--- src/inc/phpm_defines.vh ---
`ifndef PHPM_DEFINES_VH
`define PHPM_DEFINES_VH
// APB register byte offsets
`define PHPM_AW 8
`define PHPM_A_CFG 8'h00
`define PHPM_A_IN 8'h04
`define PHPM_A_OUT 8'h08
`define PHPM_A_STAT 8'h0C
`define PHPM_A_ISTAT 8'h10
`define PHPM_A_IMASK 8'h14
// Configuration register fields
`define PHPM_CFG_W 5
`define PHPM_CFG_RST 5'h00
`define PHPM_CFG_SSEL 0
`define PHPM_CFG_BIOH 1
`define PHPM_CFG_RWDS 2
`define PHPM_CFG_DSHI 3
`define PHPM_CFG_FOR 4
// Host status byte fields
`define PHPM_ST_IBF 0
`define PHPM_ST_OBE 1
`define PHPM_USR_RST 6'h00
// Interrupt status bits
`define PHPM_IRQ_W 2
`define PHPM_IRQ_CAP 0
`define PHPM_IRQ_RDN 1
`define PHPM_IRQ_RST 2'h0
// Synchronised pin vector layout
`define PHPM_SY_W 13
`define PHPM_SY_RST 13'h0007
`define PHPM_SY_CSN 0
`define PHPM_SY_IDS 1
`define PHPM_SY_ODS 2
`define PHPM_SY_BSEL 3
`define PHPM_SY_SSEL 4
`define PHPM_SY_DLO 5
`define PHPM_SY_DHI 12
`define PHPM_D16_RST 16'h0000
`endif

--- src/hdl/phpm_host_port.v ---
`timescale 1ns/1ns
`include "phpm_defines.vh"
// Parallel host port with pin sharing, APB register access
module phpm_host_port (
   input wire pclk,
   input wire presetn,
   input wire [`PHPM_AW-1:0] paddr,
   input wire psel,
   input wire penable,
   input wire pwrite,
   input wire [31:0] pwdata,
   output reg [31:0] prdata,
   output reg pready,
   output reg pslverr,
   input wire host_select_n,
   input wire host_input_strobe,
   input wire host_output_strobe,
   input wire host_byte_select,
   input wire status_select,
   input wire [7:0] host_data_in,
   output reg [7:0] host_data_out,
   output reg [7:0] host_data_oe_n,
   output reg input_buffer_full,
   output reg output_buffer_empty,
   output reg irq,
   input wire [3:0] serial_tx_lines,
   input wire [3:0] serial_tx_oe_n,
   output reg [3:0] serial_rx_lines,
   input wire [7:0] bit_io_tx,
   input wire [7:0] bit_io_oe_n,
   output reg [7:0] bit_io_rx
);

   // Register state
   reg [`PHPM_CFG_W-1:0] cfg_q;
   reg [15:0] in_data_q;
   reg [15:0] out_data_q;
   reg [5:0] usr_q;
   reg ibf_q;
   reg obe_q;
   reg [`PHPM_IRQ_W-1:0] istat_q;
   reg [`PHPM_IRQ_W-1:0] imask_q;

   // Host side state
   reg wr_act_q;
   reg rd_act_q;
   reg [7:0] hold_data_q;
   reg hold_bsel_q;
   reg rd_bsel_q;
   reg rd_ssel_q;

   // Synchronised pins
   wire [`PHPM_SY_W-1:0] sy;
   wire cs_n_s;
   wire ids_s;
   wire ods_s;
   wire bsel_s;
   wire ssel_s;
   wire [7:0] din_s;

   // Configuration decode
   wire serial_sel;
   wire bio_high;
   wire rwds_mode;
   wire ds_high;
   wire flag_or;
   wire host_mode;
   wire full_bio;

   // Strobe decode
   wire ds_act;
   wire wr_act;
   wire rd_act;
   wire cap_evt;
   wire rdn_evt;

   // Bus decode
   wire setup;
   wire access;
   wire wr_en;
   wire rd_done;
   wire [7:0] st_byte;
   wire [7:0] rd_byte;
   wire [`PHPM_IRQ_W-1:0] evt;

   // Next values
   reg [31:0] prdata_d;
   reg pslverr_d;
   reg [7:0] pin_out_d;
   reg [7:0] pin_oe_n_d;
   reg [3:0] ser_rx_d;
   reg [7:0] bio_rx_d;

   // Match of an APB address against a register offset
   function hit;
      input [`PHPM_AW-1:0] a;
      input [`PHPM_AW-1:0] off;
      begin
         hit = (a == off);
      end
   endfunction

   // True for any mapped offset
   function mapped;
      input [`PHPM_AW-1:0] a;
      begin
         mapped = hit(a, `PHPM_A_CFG) | hit(a, `PHPM_A_IN) |
                  hit(a, `PHPM_A_OUT) | hit(a, `PHPM_A_STAT) |
                  hit(a, `PHPM_A_ISTAT) | hit(a, `PHPM_A_IMASK);
      end
   endfunction

   // Host pins cross into the clock domain here
   phpm_sync #(
      .W(`PHPM_SY_W),
      .RST(`PHPM_SY_RST)
   ) u_sync (
      .pclk(pclk),
      .presetn(presetn),
      .d({host_data_in, status_select, host_byte_select,
          host_output_strobe, host_input_strobe, host_select_n}),
      .q(sy)
   );

   // Unpack synchronised pins
   assign cs_n_s = sy[`PHPM_SY_CSN];
   assign ids_s = sy[`PHPM_SY_IDS];
   assign ods_s = sy[`PHPM_SY_ODS];
   assign bsel_s = sy[`PHPM_SY_BSEL];
   assign ssel_s = sy[`PHPM_SY_SSEL];
   assign din_s = sy[`PHPM_SY_DHI:`PHPM_SY_DLO];

   // Configuration fields
   assign serial_sel = cfg_q[`PHPM_CFG_SSEL];
   assign bio_high = cfg_q[`PHPM_CFG_BIOH];
   assign rwds_mode = cfg_q[`PHPM_CFG_RWDS];
   assign ds_high = cfg_q[`PHPM_CFG_DSHI];
   assign flag_or = cfg_q[`PHPM_CFG_FOR];
   assign host_mode = ~serial_sel;
   assign full_bio = serial_sel & bio_high;

   // Data strobe active at its programmed level
   assign ds_act = (ods_s == ds_high);

   // Write and read phases, gated by select and port mode
   assign wr_act = host_mode & ~cs_n_s &
                   (rwds_mode ? (ds_act & ~ids_s) : ~ids_s);
   assign rd_act = host_mode & ~cs_n_s &
                   (rwds_mode ? (ds_act & ids_s) : ~ods_s);

   // End of a phase is when strobe or select first goes inactive
   assign cap_evt = wr_act_q & ~wr_act;
   assign rdn_evt = rd_act_q & ~rd_act & ~rd_ssel_q;

   // Track phases and hold the last valid data and byte select
   always @(posedge pclk or negedge presetn) begin
      if (!presetn) begin
         wr_act_q <= 1'b0;
         rd_act_q <= 1'b0;
         hold_data_q <= 8'h00;
         hold_bsel_q <= 1'b0;
         rd_bsel_q <= 1'b0;
         rd_ssel_q <= 1'b0;
      end else begin
         wr_act_q <= wr_act;
         rd_act_q <= rd_act;
         if (wr_act) begin
            hold_data_q <= din_s;
            hold_bsel_q <= bsel_s;
         end
         if (rd_act) begin
            rd_bsel_q <= bsel_s;
            rd_ssel_q <= ssel_s;
         end
      end
   end

   // APB phases: answer with pready in the first access cycle
   assign setup = psel & ~penable;
   assign access = psel & penable & pready;
   assign wr_en = access & pwrite & ~pslverr;
   assign rd_done = access & ~pwrite & hit(paddr, `PHPM_A_IN);

   // Status byte seen by both host and processor
   assign st_byte = {usr_q, obe_q, ibf_q};

   // Byte offered to a host read
   assign rd_byte = ssel_s ? st_byte :
                    (bsel_s ? out_data_q[15:8] : out_data_q[7:0]);

   // Read data, chosen in the setup cycle
   always @* begin
      prdata_d = 32'h0000_0000;
      pslverr_d = ~mapped(paddr);
      if (hit(paddr, `PHPM_A_CFG)) begin
         prdata_d[`PHPM_CFG_W-1:0] = cfg_q;
      end
      if (hit(paddr, `PHPM_A_IN)) begin
         prdata_d[15:0] = in_data_q;
      end
      if (hit(paddr, `PHPM_A_OUT)) begin
         prdata_d[15:0] = out_data_q;
      end
      if (hit(paddr, `PHPM_A_STAT)) begin
         prdata_d[7:0] = st_byte;
      end
      if (hit(paddr, `PHPM_A_ISTAT)) begin
         prdata_d[`PHPM_IRQ_W-1:0] = istat_q;
      end
      if (hit(paddr, `PHPM_A_IMASK)) begin
         prdata_d[`PHPM_IRQ_W-1:0] = imask_q;
      end
   end

   // APB answer registers
   always @(posedge pclk or negedge presetn) begin
      if (!presetn) begin
         prdata <= 32'h0000_0000;
         pready <= 1'b0;
         pslverr <= 1'b0;
      end else begin
         pready <= setup;
         if (setup) begin
            prdata <= prdata_d;
            pslverr <= pslverr_d;
         end else if (!psel) begin
            pslverr <= 1'b0;
         end
      end
   end

   // Software registers
   always @(posedge pclk or negedge presetn) begin
      if (!presetn) begin
         cfg_q <= `PHPM_CFG_RST;
         out_data_q <= `PHPM_D16_RST;
         usr_q <= `PHPM_USR_RST;
         imask_q <= `PHPM_IRQ_RST;
      end else if (wr_en) begin
         if (hit(paddr, `PHPM_A_CFG)) begin
            cfg_q <= pwdata[`PHPM_CFG_W-1:0];
         end
         if (hit(paddr, `PHPM_A_OUT)) begin
            out_data_q <= pwdata[15:0];
         end
         if (hit(paddr, `PHPM_A_STAT)) begin
            usr_q <= pwdata[7:2];
         end
         if (hit(paddr, `PHPM_A_IMASK)) begin
            imask_q <= pwdata[`PHPM_IRQ_W-1:0];
         end
      end
   end

   // Host writes land in the chosen byte of the input register
   always @(posedge pclk or negedge presetn) begin
      if (!presetn) begin
         in_data_q <= `PHPM_D16_RST;
      end else if (cap_evt) begin
         if (hold_bsel_q) begin
            in_data_q[15:8] <= hold_data_q;
         end else begin
            in_data_q[7:0] <= hold_data_q;
         end
      end
   end

   // Buffer flags; a host event beats a processor clear
   always @(posedge pclk or negedge presetn) begin
      if (!presetn) begin
         ibf_q <= 1'b0;
         obe_q <= 1'b1;
      end else begin
         if (cap_evt) begin
            ibf_q <= 1'b1;
         end else if (rd_done) begin
            ibf_q <= 1'b0;
         end
         if (rdn_evt) begin
            obe_q <= 1'b1;
         end else if (wr_en && hit(paddr, `PHPM_A_OUT)) begin
            obe_q <= 1'b0;
         end
      end
   end

   // Interrupt events
   assign evt = {rdn_evt, cap_evt};

   // Sticky status, write one to clear, set wins
   always @(posedge pclk or negedge presetn) begin
      if (!presetn) begin
         istat_q <= `PHPM_IRQ_RST;
      end else if (wr_en && hit(paddr, `PHPM_A_ISTAT)) begin
         istat_q <= (istat_q & ~pwdata[`PHPM_IRQ_W-1:0]) | evt;
      end else begin
         istat_q <= istat_q | evt;
      end
   end

   // Shared pin routing by port mode
   always @* begin
      pin_out_d = 8'h00;
      pin_oe_n_d = 8'hFF;
      ser_rx_d = 4'h0;
      bio_rx_d = 8'h00;
      if (host_mode) begin
         if (rd_act) begin
            pin_out_d = rd_byte;
            pin_oe_n_d = 8'h00;
         end
      end else if (full_bio) begin
         pin_out_d = bit_io_tx;
         pin_oe_n_d = bit_io_oe_n;
         bio_rx_d = din_s;
      end else begin
         pin_out_d = {bit_io_tx[3:0], serial_tx_lines};
         pin_oe_n_d = {bit_io_oe_n[3:0], serial_tx_oe_n};
         ser_rx_d = din_s[3:0];
         bio_rx_d = {4'h0, din_s[7:4]};
      end
   end

   // Registered pin drive, flags and interrupt
   always @(posedge pclk or negedge presetn) begin
      if (!presetn) begin
         host_data_out <= 8'h00;
         host_data_oe_n <= 8'hFF;
         serial_rx_lines <= 4'h0;
         bit_io_rx <= 8'h00;
         input_buffer_full <= 1'b0;
         output_buffer_empty <= 1'b1;
         irq <= 1'b0;
      end else begin
         host_data_out <= pin_out_d;
         host_data_oe_n <= pin_oe_n_d;
         serial_rx_lines <= ser_rx_d;
         bit_io_rx <= bio_rx_d;
         input_buffer_full <= flag_or ? (ibf_q | obe_q) : ibf_q;
         output_buffer_empty <= obe_q;
         irq <= |(istat_q & imask_q);
      end
   end

endmodule // phpm_host_port

--- src/hdl/phpm_sync.v ---
`timescale 1ns/1ns
// Two-stage synchroniser, one pair of flops per bit
module phpm_sync #(
   parameter W = 1,
   parameter [W-1:0] RST = {W{1'b0}}
) (
   input wire pclk,
   input wire presetn,
   input wire [W-1:0] d,
   output wire [W-1:0] q
);
   genvar i;
   generate
      for (i = 0; i < W; i = i + 1) begin : g_bit
         reg meta_q;
         reg sync_q;
         // First stage feeds only the second
         always @(posedge pclk or negedge presetn) begin
            if (!presetn) begin
               meta_q <= RST[i];
               sync_q <= RST[i];
            end else begin
               meta_q <= d[i];
               sync_q <= meta_q;
            end
         end
         assign q[i] = sync_q;
      end
   endgenerate
endmodule // phpm_sync

--- config.mk ---
export PLATFORM = sky130hd
export DESIGN_NAME = phpm_host_port
export DESIGN_NICKNAME = d
export VERILOG_FILES = /design/src/hdl/phpm_host_port.v /design/src/hdl/phpm_sync.v
export VERILOG_INCLUDE_DIRS = /design/src /design/src/inc
export SDC_FILE = /design/constraint.sdc
export NUM_CORES = 1
export LEC_CHECK = 0
export CORE_UTILIZATION = 35
export DETAILED_ROUTE_END_ITERATION = 10
export DONT_BUFFER_PORTS = 1
export GPL_ROUTABILITY_DRIVEN = 0
export MAX_ROUTING_LAYER = met4
export PLACE_DENSITY = 0.57
export SETUP_SLACK_MARGIN = 0.02
export SKIP_CTS_REPAIR_TIMING = 1
export SLEW_MARGIN = 15
export SYNTH_ARGS = -nofsm -noshare
export SYNTH_HDL_FRONTEND = slang
export SYNTH_SLANG_ARGS = --single-unit
--- constraint.sdc ---
create_clock -name pclk -period 4.8 [get_ports pclk]
set_clock_uncertainty 0.15 [all_clocks]
set_input_delay 0.48 -clock pclk [delete_from_list [all_inputs] [get_ports pclk]]
set_output_delay 0.48 -clock pclk [all_outputs]
set_load 0.02 [all_outputs]
=== After elaboration in Yosys (flattened, before gate mapping) ===
Cells that the tools add are included.

* Input port bits: 82
* Word-level logic and storage cells: 136
* Flip-flop bits (word level): 136
* Output and inout bits: 65

* Reductions and logical operators: 12
* Bitwise gates (word level): 39
* Muxes and demuxes: 28
* Equal/unequal tests: 7

{| class="wikitable"
|+ Operators by type and width
! cell !! number
|-
| $mux 8 || 11
|-
| $mux 16 || 2
|-
| $and 1x1->1 || 16
|-
| $eq 8x4->1 const B || 2
|-
| $eq 8x5->1 const B || 2
|-
| $not 1->1 || 12
|-
| $reduce_and 2->1 || 6
|-
| $mux 1 || 9
|-
| $eq 8x3->1 const B || 1
|-
| $logic_not 8->1 || 1
|-
| $mux 4 || 2
|-
| $mux 2 || 3
|-
| $or 1x1->1 || 6
|-
| $mux 5 || 1
|-
| $and 2x2->2 || 2
|-
| $or 2x2->2 || 2
|-
| $reduce_bool 2->1 || 2
|-
| $logic_and 1x1->1 || 2
|-
| $ne 2x1->1 const B || 1
|-
| $not 2->2 || 1
|-
| $reduce_or 2->1 || 1
|-
| $eq 1x1->1 || 1
|}

=== Depth between registers and ports, before layout ===
* Word-level depth: 9
* Depth in mapped cells: 5
* Depth with buffers taken out: 3

=== Hierarchy ===
A second synthesis with hierarchy kept.

* Cell total of the unflattened synthesis: 423
* Area, all modules: 5768.0 µm²

{| class="wikitable"
|+ Modules (own cells, without submodules)
! module !! sequential area each (µm²) !! area each (µm²) !! cells an instance !! instances
|-
| phpm_host_port || 2765.2 || 5012.3 || 384 || 1
|-
| phpm_sync || 658.1 || 755.7 || 39 || 1
|}

=== Worst setup path before layout ===
No wires, ideal clock.

* Kind: input to register
* Start: input port paddr[0]
* End: register out_data_q[10]
* Data required time: 4525 ps
* Cell stages on the path: 4
* Data arrival time: 2026 ps
* Setup time: 125 ps
* Slack: 2499 ps
* Path buffers: 1
* Cells stage by stage: or4_4 nor4_4 buf_6 mux2_2

* Word-level cells in the longest chain between the ends: 2

{| class="wikitable"
|+ RTL lines
! what !! line !! RTL
|-
| from (decl) || phpm_host_port.v:7 || <nowiki>input wire [`PHPM_AW-1:0] paddr,</nowiki>
|-
| $eq 8x4->1 || phpm_host_port.v:99 || <nowiki>hit = (a == off);</nowiki>
|-
| $reduce_and 2->1 (no line) || - ||
|-
| to (signal assigned) || phpm_host_port.v:236 || <nowiki>out_data_q <= `PHPM_D16_RST;</nowiki>
|-
| to (signal assigned) || phpm_host_port.v:244 || <nowiki>out_data_q <= pwdata[15:0];</nowiki>
|-
| to (decl) || phpm_host_port.v:37 || <nowiki>reg [15:0] out_data_q;</nowiki>
|}

Every way passes these cells.
A chain may end at the register's enable or synchronous reset.

=== Worst setup path in the final report ===
* Start: register cfg_q[0]
* End: register in_data_q[9]

* Word-level cells in the longest chain between the ends: 6

{| class="wikitable"
|+ RTL lines
! what !! line !! RTL
|-
| from (decl) || phpm_host_port.v:35 || <nowiki>reg [`PHPM_CFG_W-1:0] cfg_q;</nowiki>
|-
| from (signal assigned) || phpm_host_port.v:235 || <nowiki>cfg_q <= `PHPM_CFG_RST;</nowiki>
|-
| from (signal assigned) || phpm_host_port.v:241 || <nowiki>cfg_q <= pwdata[`PHPM_CFG_W-1:0];</nowiki>
|-
| $not 1->1 || phpm_host_port.v:139 || <nowiki>assign host_mode = ~serial_sel;</nowiki>
|-
| $and 1x1->1 (2 in a row) || phpm_host_port.v:146 || <nowiki>assign wr_act = host_mode & ~cs_n_s &</nowiki>
|-
| $not 1->1 || phpm_host_port.v:152 || <nowiki>assign cap_evt = wr_act_q & ~wr_act;</nowiki>
|-
| $and 1x1->1 || phpm_host_port.v:152 ||
|-
| $reduce_and 2->1 (no line) || - ||
|-
| to (signal assigned) || phpm_host_port.v:258 || <nowiki>in_data_q <= `PHPM_D16_RST;</nowiki>
|-
| to (signal assigned) || phpm_host_port.v:261 || <nowiki>in_data_q[15:8] <= hold_data_q;</nowiki>
|-
| to (decl) || phpm_host_port.v:36 || <nowiki>reg [15:0] in_data_q;</nowiki>
|}

Every way passes these cells.

==> results.ini <==
[timing]
finalCritPeriodShare=0.540
max_freq_mhz=386
worstMarginPinSlew_ns=1.07
hold_viol_final=0
setup_tns_ns=0
period_needed_ns=2.59
drv_slew=0
rsz0062_at_grt=no
setup_viol=0
slew-limit-headroom=0.287

[critical_path]
cp-startpoint=cfg_q[0]
rr_startpoint=cfg_q[0]
arrival_ns=2.74
critPathCaptureType=flip-flop
reg2regPathDepth=3
critPathKind=flip-flop to flip-flop
startpoint_type=flip-flop
cp_data_required_time_ns=4.95
crit_fanout=29

[drt]
vias_per_cell=5.05
wl_met1_mm=5.10
antenna_left=0
wl_mm=12.5
drtPass1Iterations=4
wl_per_cell_um=19.3
drc=0
via_count=3277
top_layer_used=met4
wl_met2_mm=6.32
drt_iter0_drc=188
wl_met3_um=853

[floorplan]
die_width_um=130
start_util=0.360
dieArea_sq_um=16900
fp.dieH_um=130
io_pins=147
fp-row-count=46
core-area_sq_um=15900

[yosys]
synth_common_cells=dfrtp_1, mux2_2, mux2i_1
avgSynthCellArea_sq_um=14.1
yosys_warnings=0
synthSimpleGateAreaFrac=0.0895
async_reset_ff_frac=1.00
syn-instance-count=406
synth_xor_area_frac=0.00153
synth-compound-area-share=0.0834
synth-seq-cells=136
syn_area_sq_um=5730
yosysTopAreaCell=dfrtp_1
synth_most_common_cell=dfrtp_1
ys.flop_type=dfrtp_1
synth.area.top_cells=dfrtp_1, mux2_2, dfstp_2, mux2i_1, a22o_1
synth_edf_count=0
synthAdderAreaFrac=0
synth_top_family_by_area=multiplexers
ys_seq_area_frac=0.597
synth.distinct_cells=48
synth_mux_area_frac=0.184
synth_top_area_frac=0.524

[grt]
grt.overflow.total=0
grt_max_degree=137
grt_antenna_before_repair=0
grt_pass1_wl_mm=19.6
grt_usage=0.165
grt_pass1_vias=3382

[job]
maxCapViolCount=0

[clock_tree]
ctsHtreeMaxLevel=4
clkTransAtPathRegs_ns=0.06
numClockSinks=136
numCtsBuffers=17
clock_latency_ns=0.42
clock-root-buffer=clkbuf_16
clock_path_buffers=2
cts_tree=yes

[layout]
final_nets=502
drive_above_1_share=0.307
fin_cells=649
syn2layout_area_growth_pct=14.7
diodes=0

[placed_design]
portBuffers=0
dp.cells=602
place_hpwl_mm=8.79

[power_and_ir_drop]
ir_drop_mv=0.248
p_leak_uw=0.00287
p_per_area_nw_per_um2=407
p_total_uw=2670

[run_status]
status=complete, no violations

[worst_hold_path]
worstHoldStart=psel
holdPathStages=2
hold_class=input pin to flip-flop

-- metrics by stage --
stage,util,setup slack (ns),hold WS (ns),instance area (sq um)
detailed placement,0.367,2.18,0.0381,5850
finish,0.412,2.21,0.0530,6580
floorplan,-,2.50,0.0344,5790
global route,0.412,2.04,0.0407,6580
global placement,0.367,2.25,0.0370,5850
CTS,0.402,2.21,-0.409,6410
-- flip-flops by register name (all words and copies together), names as in the netlist, 5 cells and up --
signal / count
prdata: 16
u_sync.g_bit.sync_q: 13
u_sync.g_bit.meta_q: 13
in_data_q: 16
host_data_out: 8
out_data_q: 16
host_data_oe_n: 8
cfg_q: 5
hold_data_q: 8
bit_io_rx: 8
usr_q: 6
-- metal layers --
metal	track usage	vias up
met1	0.198	1676
met5	-	-
met2	0.253	99
met4	0.0670	0
li1	-	1483
met3	0.0590	19
-- layout make-up --
cell class,count,area [sq um]
fill,1490,9370
sequential,136,3420
multi-input combinational,240,2110
clock buffer,20,467
tap,216,270
timing repair buffer,16,175
clock inverter,12,95.1
inverter,9,33.8
-- power by group --
part | switching [uW] | internal, uW | total (uW) | leakage [uW]
sequential | 70.1 | 1240 | 1310 | 0.00172
combinational | 76.9 | 89.4 | 166 | 0.000890
clock | 495 | 706 | 1200 | 0.000267
-- worst max-delay path, cell delays in order (launching register included) --
cell and delay [ns]:
dfrtp_1 0.88, nor3_1 0.20, o22ai_1 0.82, mux2_2 0.42
-- layout by cell type (no fill, tap or decap), types with 4 or more instances in the layout --
cell,n
or4bb_1,5
and2_1,4
nor2b_1,7
o21ai_0,10
a221o_1,8
inv_1,9
nor4_4,4
clkinv_4,4
and2_0,8
nand2_1,9
conb_1,16
a21oi_1,11
nor4_1,4
clkbuf_16,17
dlygate4sd3_1,14
dfrtp_1,120
o22ai_1,4
and3_1,5
mux2_2,67
mux2i_1,23
dfstp_2,16
nand2b_1,5
clkinvlp_4,4
a22o_1,15
-- worst paths after layout --
check	to	slack (ns)
max in group asynchronous	in_data_q[13]	3.45
worst min register to register	u_sync.g_bit[12].sync_q	0.20
worst min-delay path	pslverr	0.05
worst max register to register	in_data_q[9]	2.21
worst max-delay path	in_data_q[9]	2.21
min in group asynchronous	serial_rx_lines[1]	0.54
-- logic make-up after synthesis --
group / after synthesis
and+or+nand+nor: 67
xor gates and xnor gates: 1
muxes: 93
DFF: 136
buffers and inverters: 45
other: 1
AOI/OAI and AO/OA: 63
Note: power is estimated with default switching activity, not from simulation.
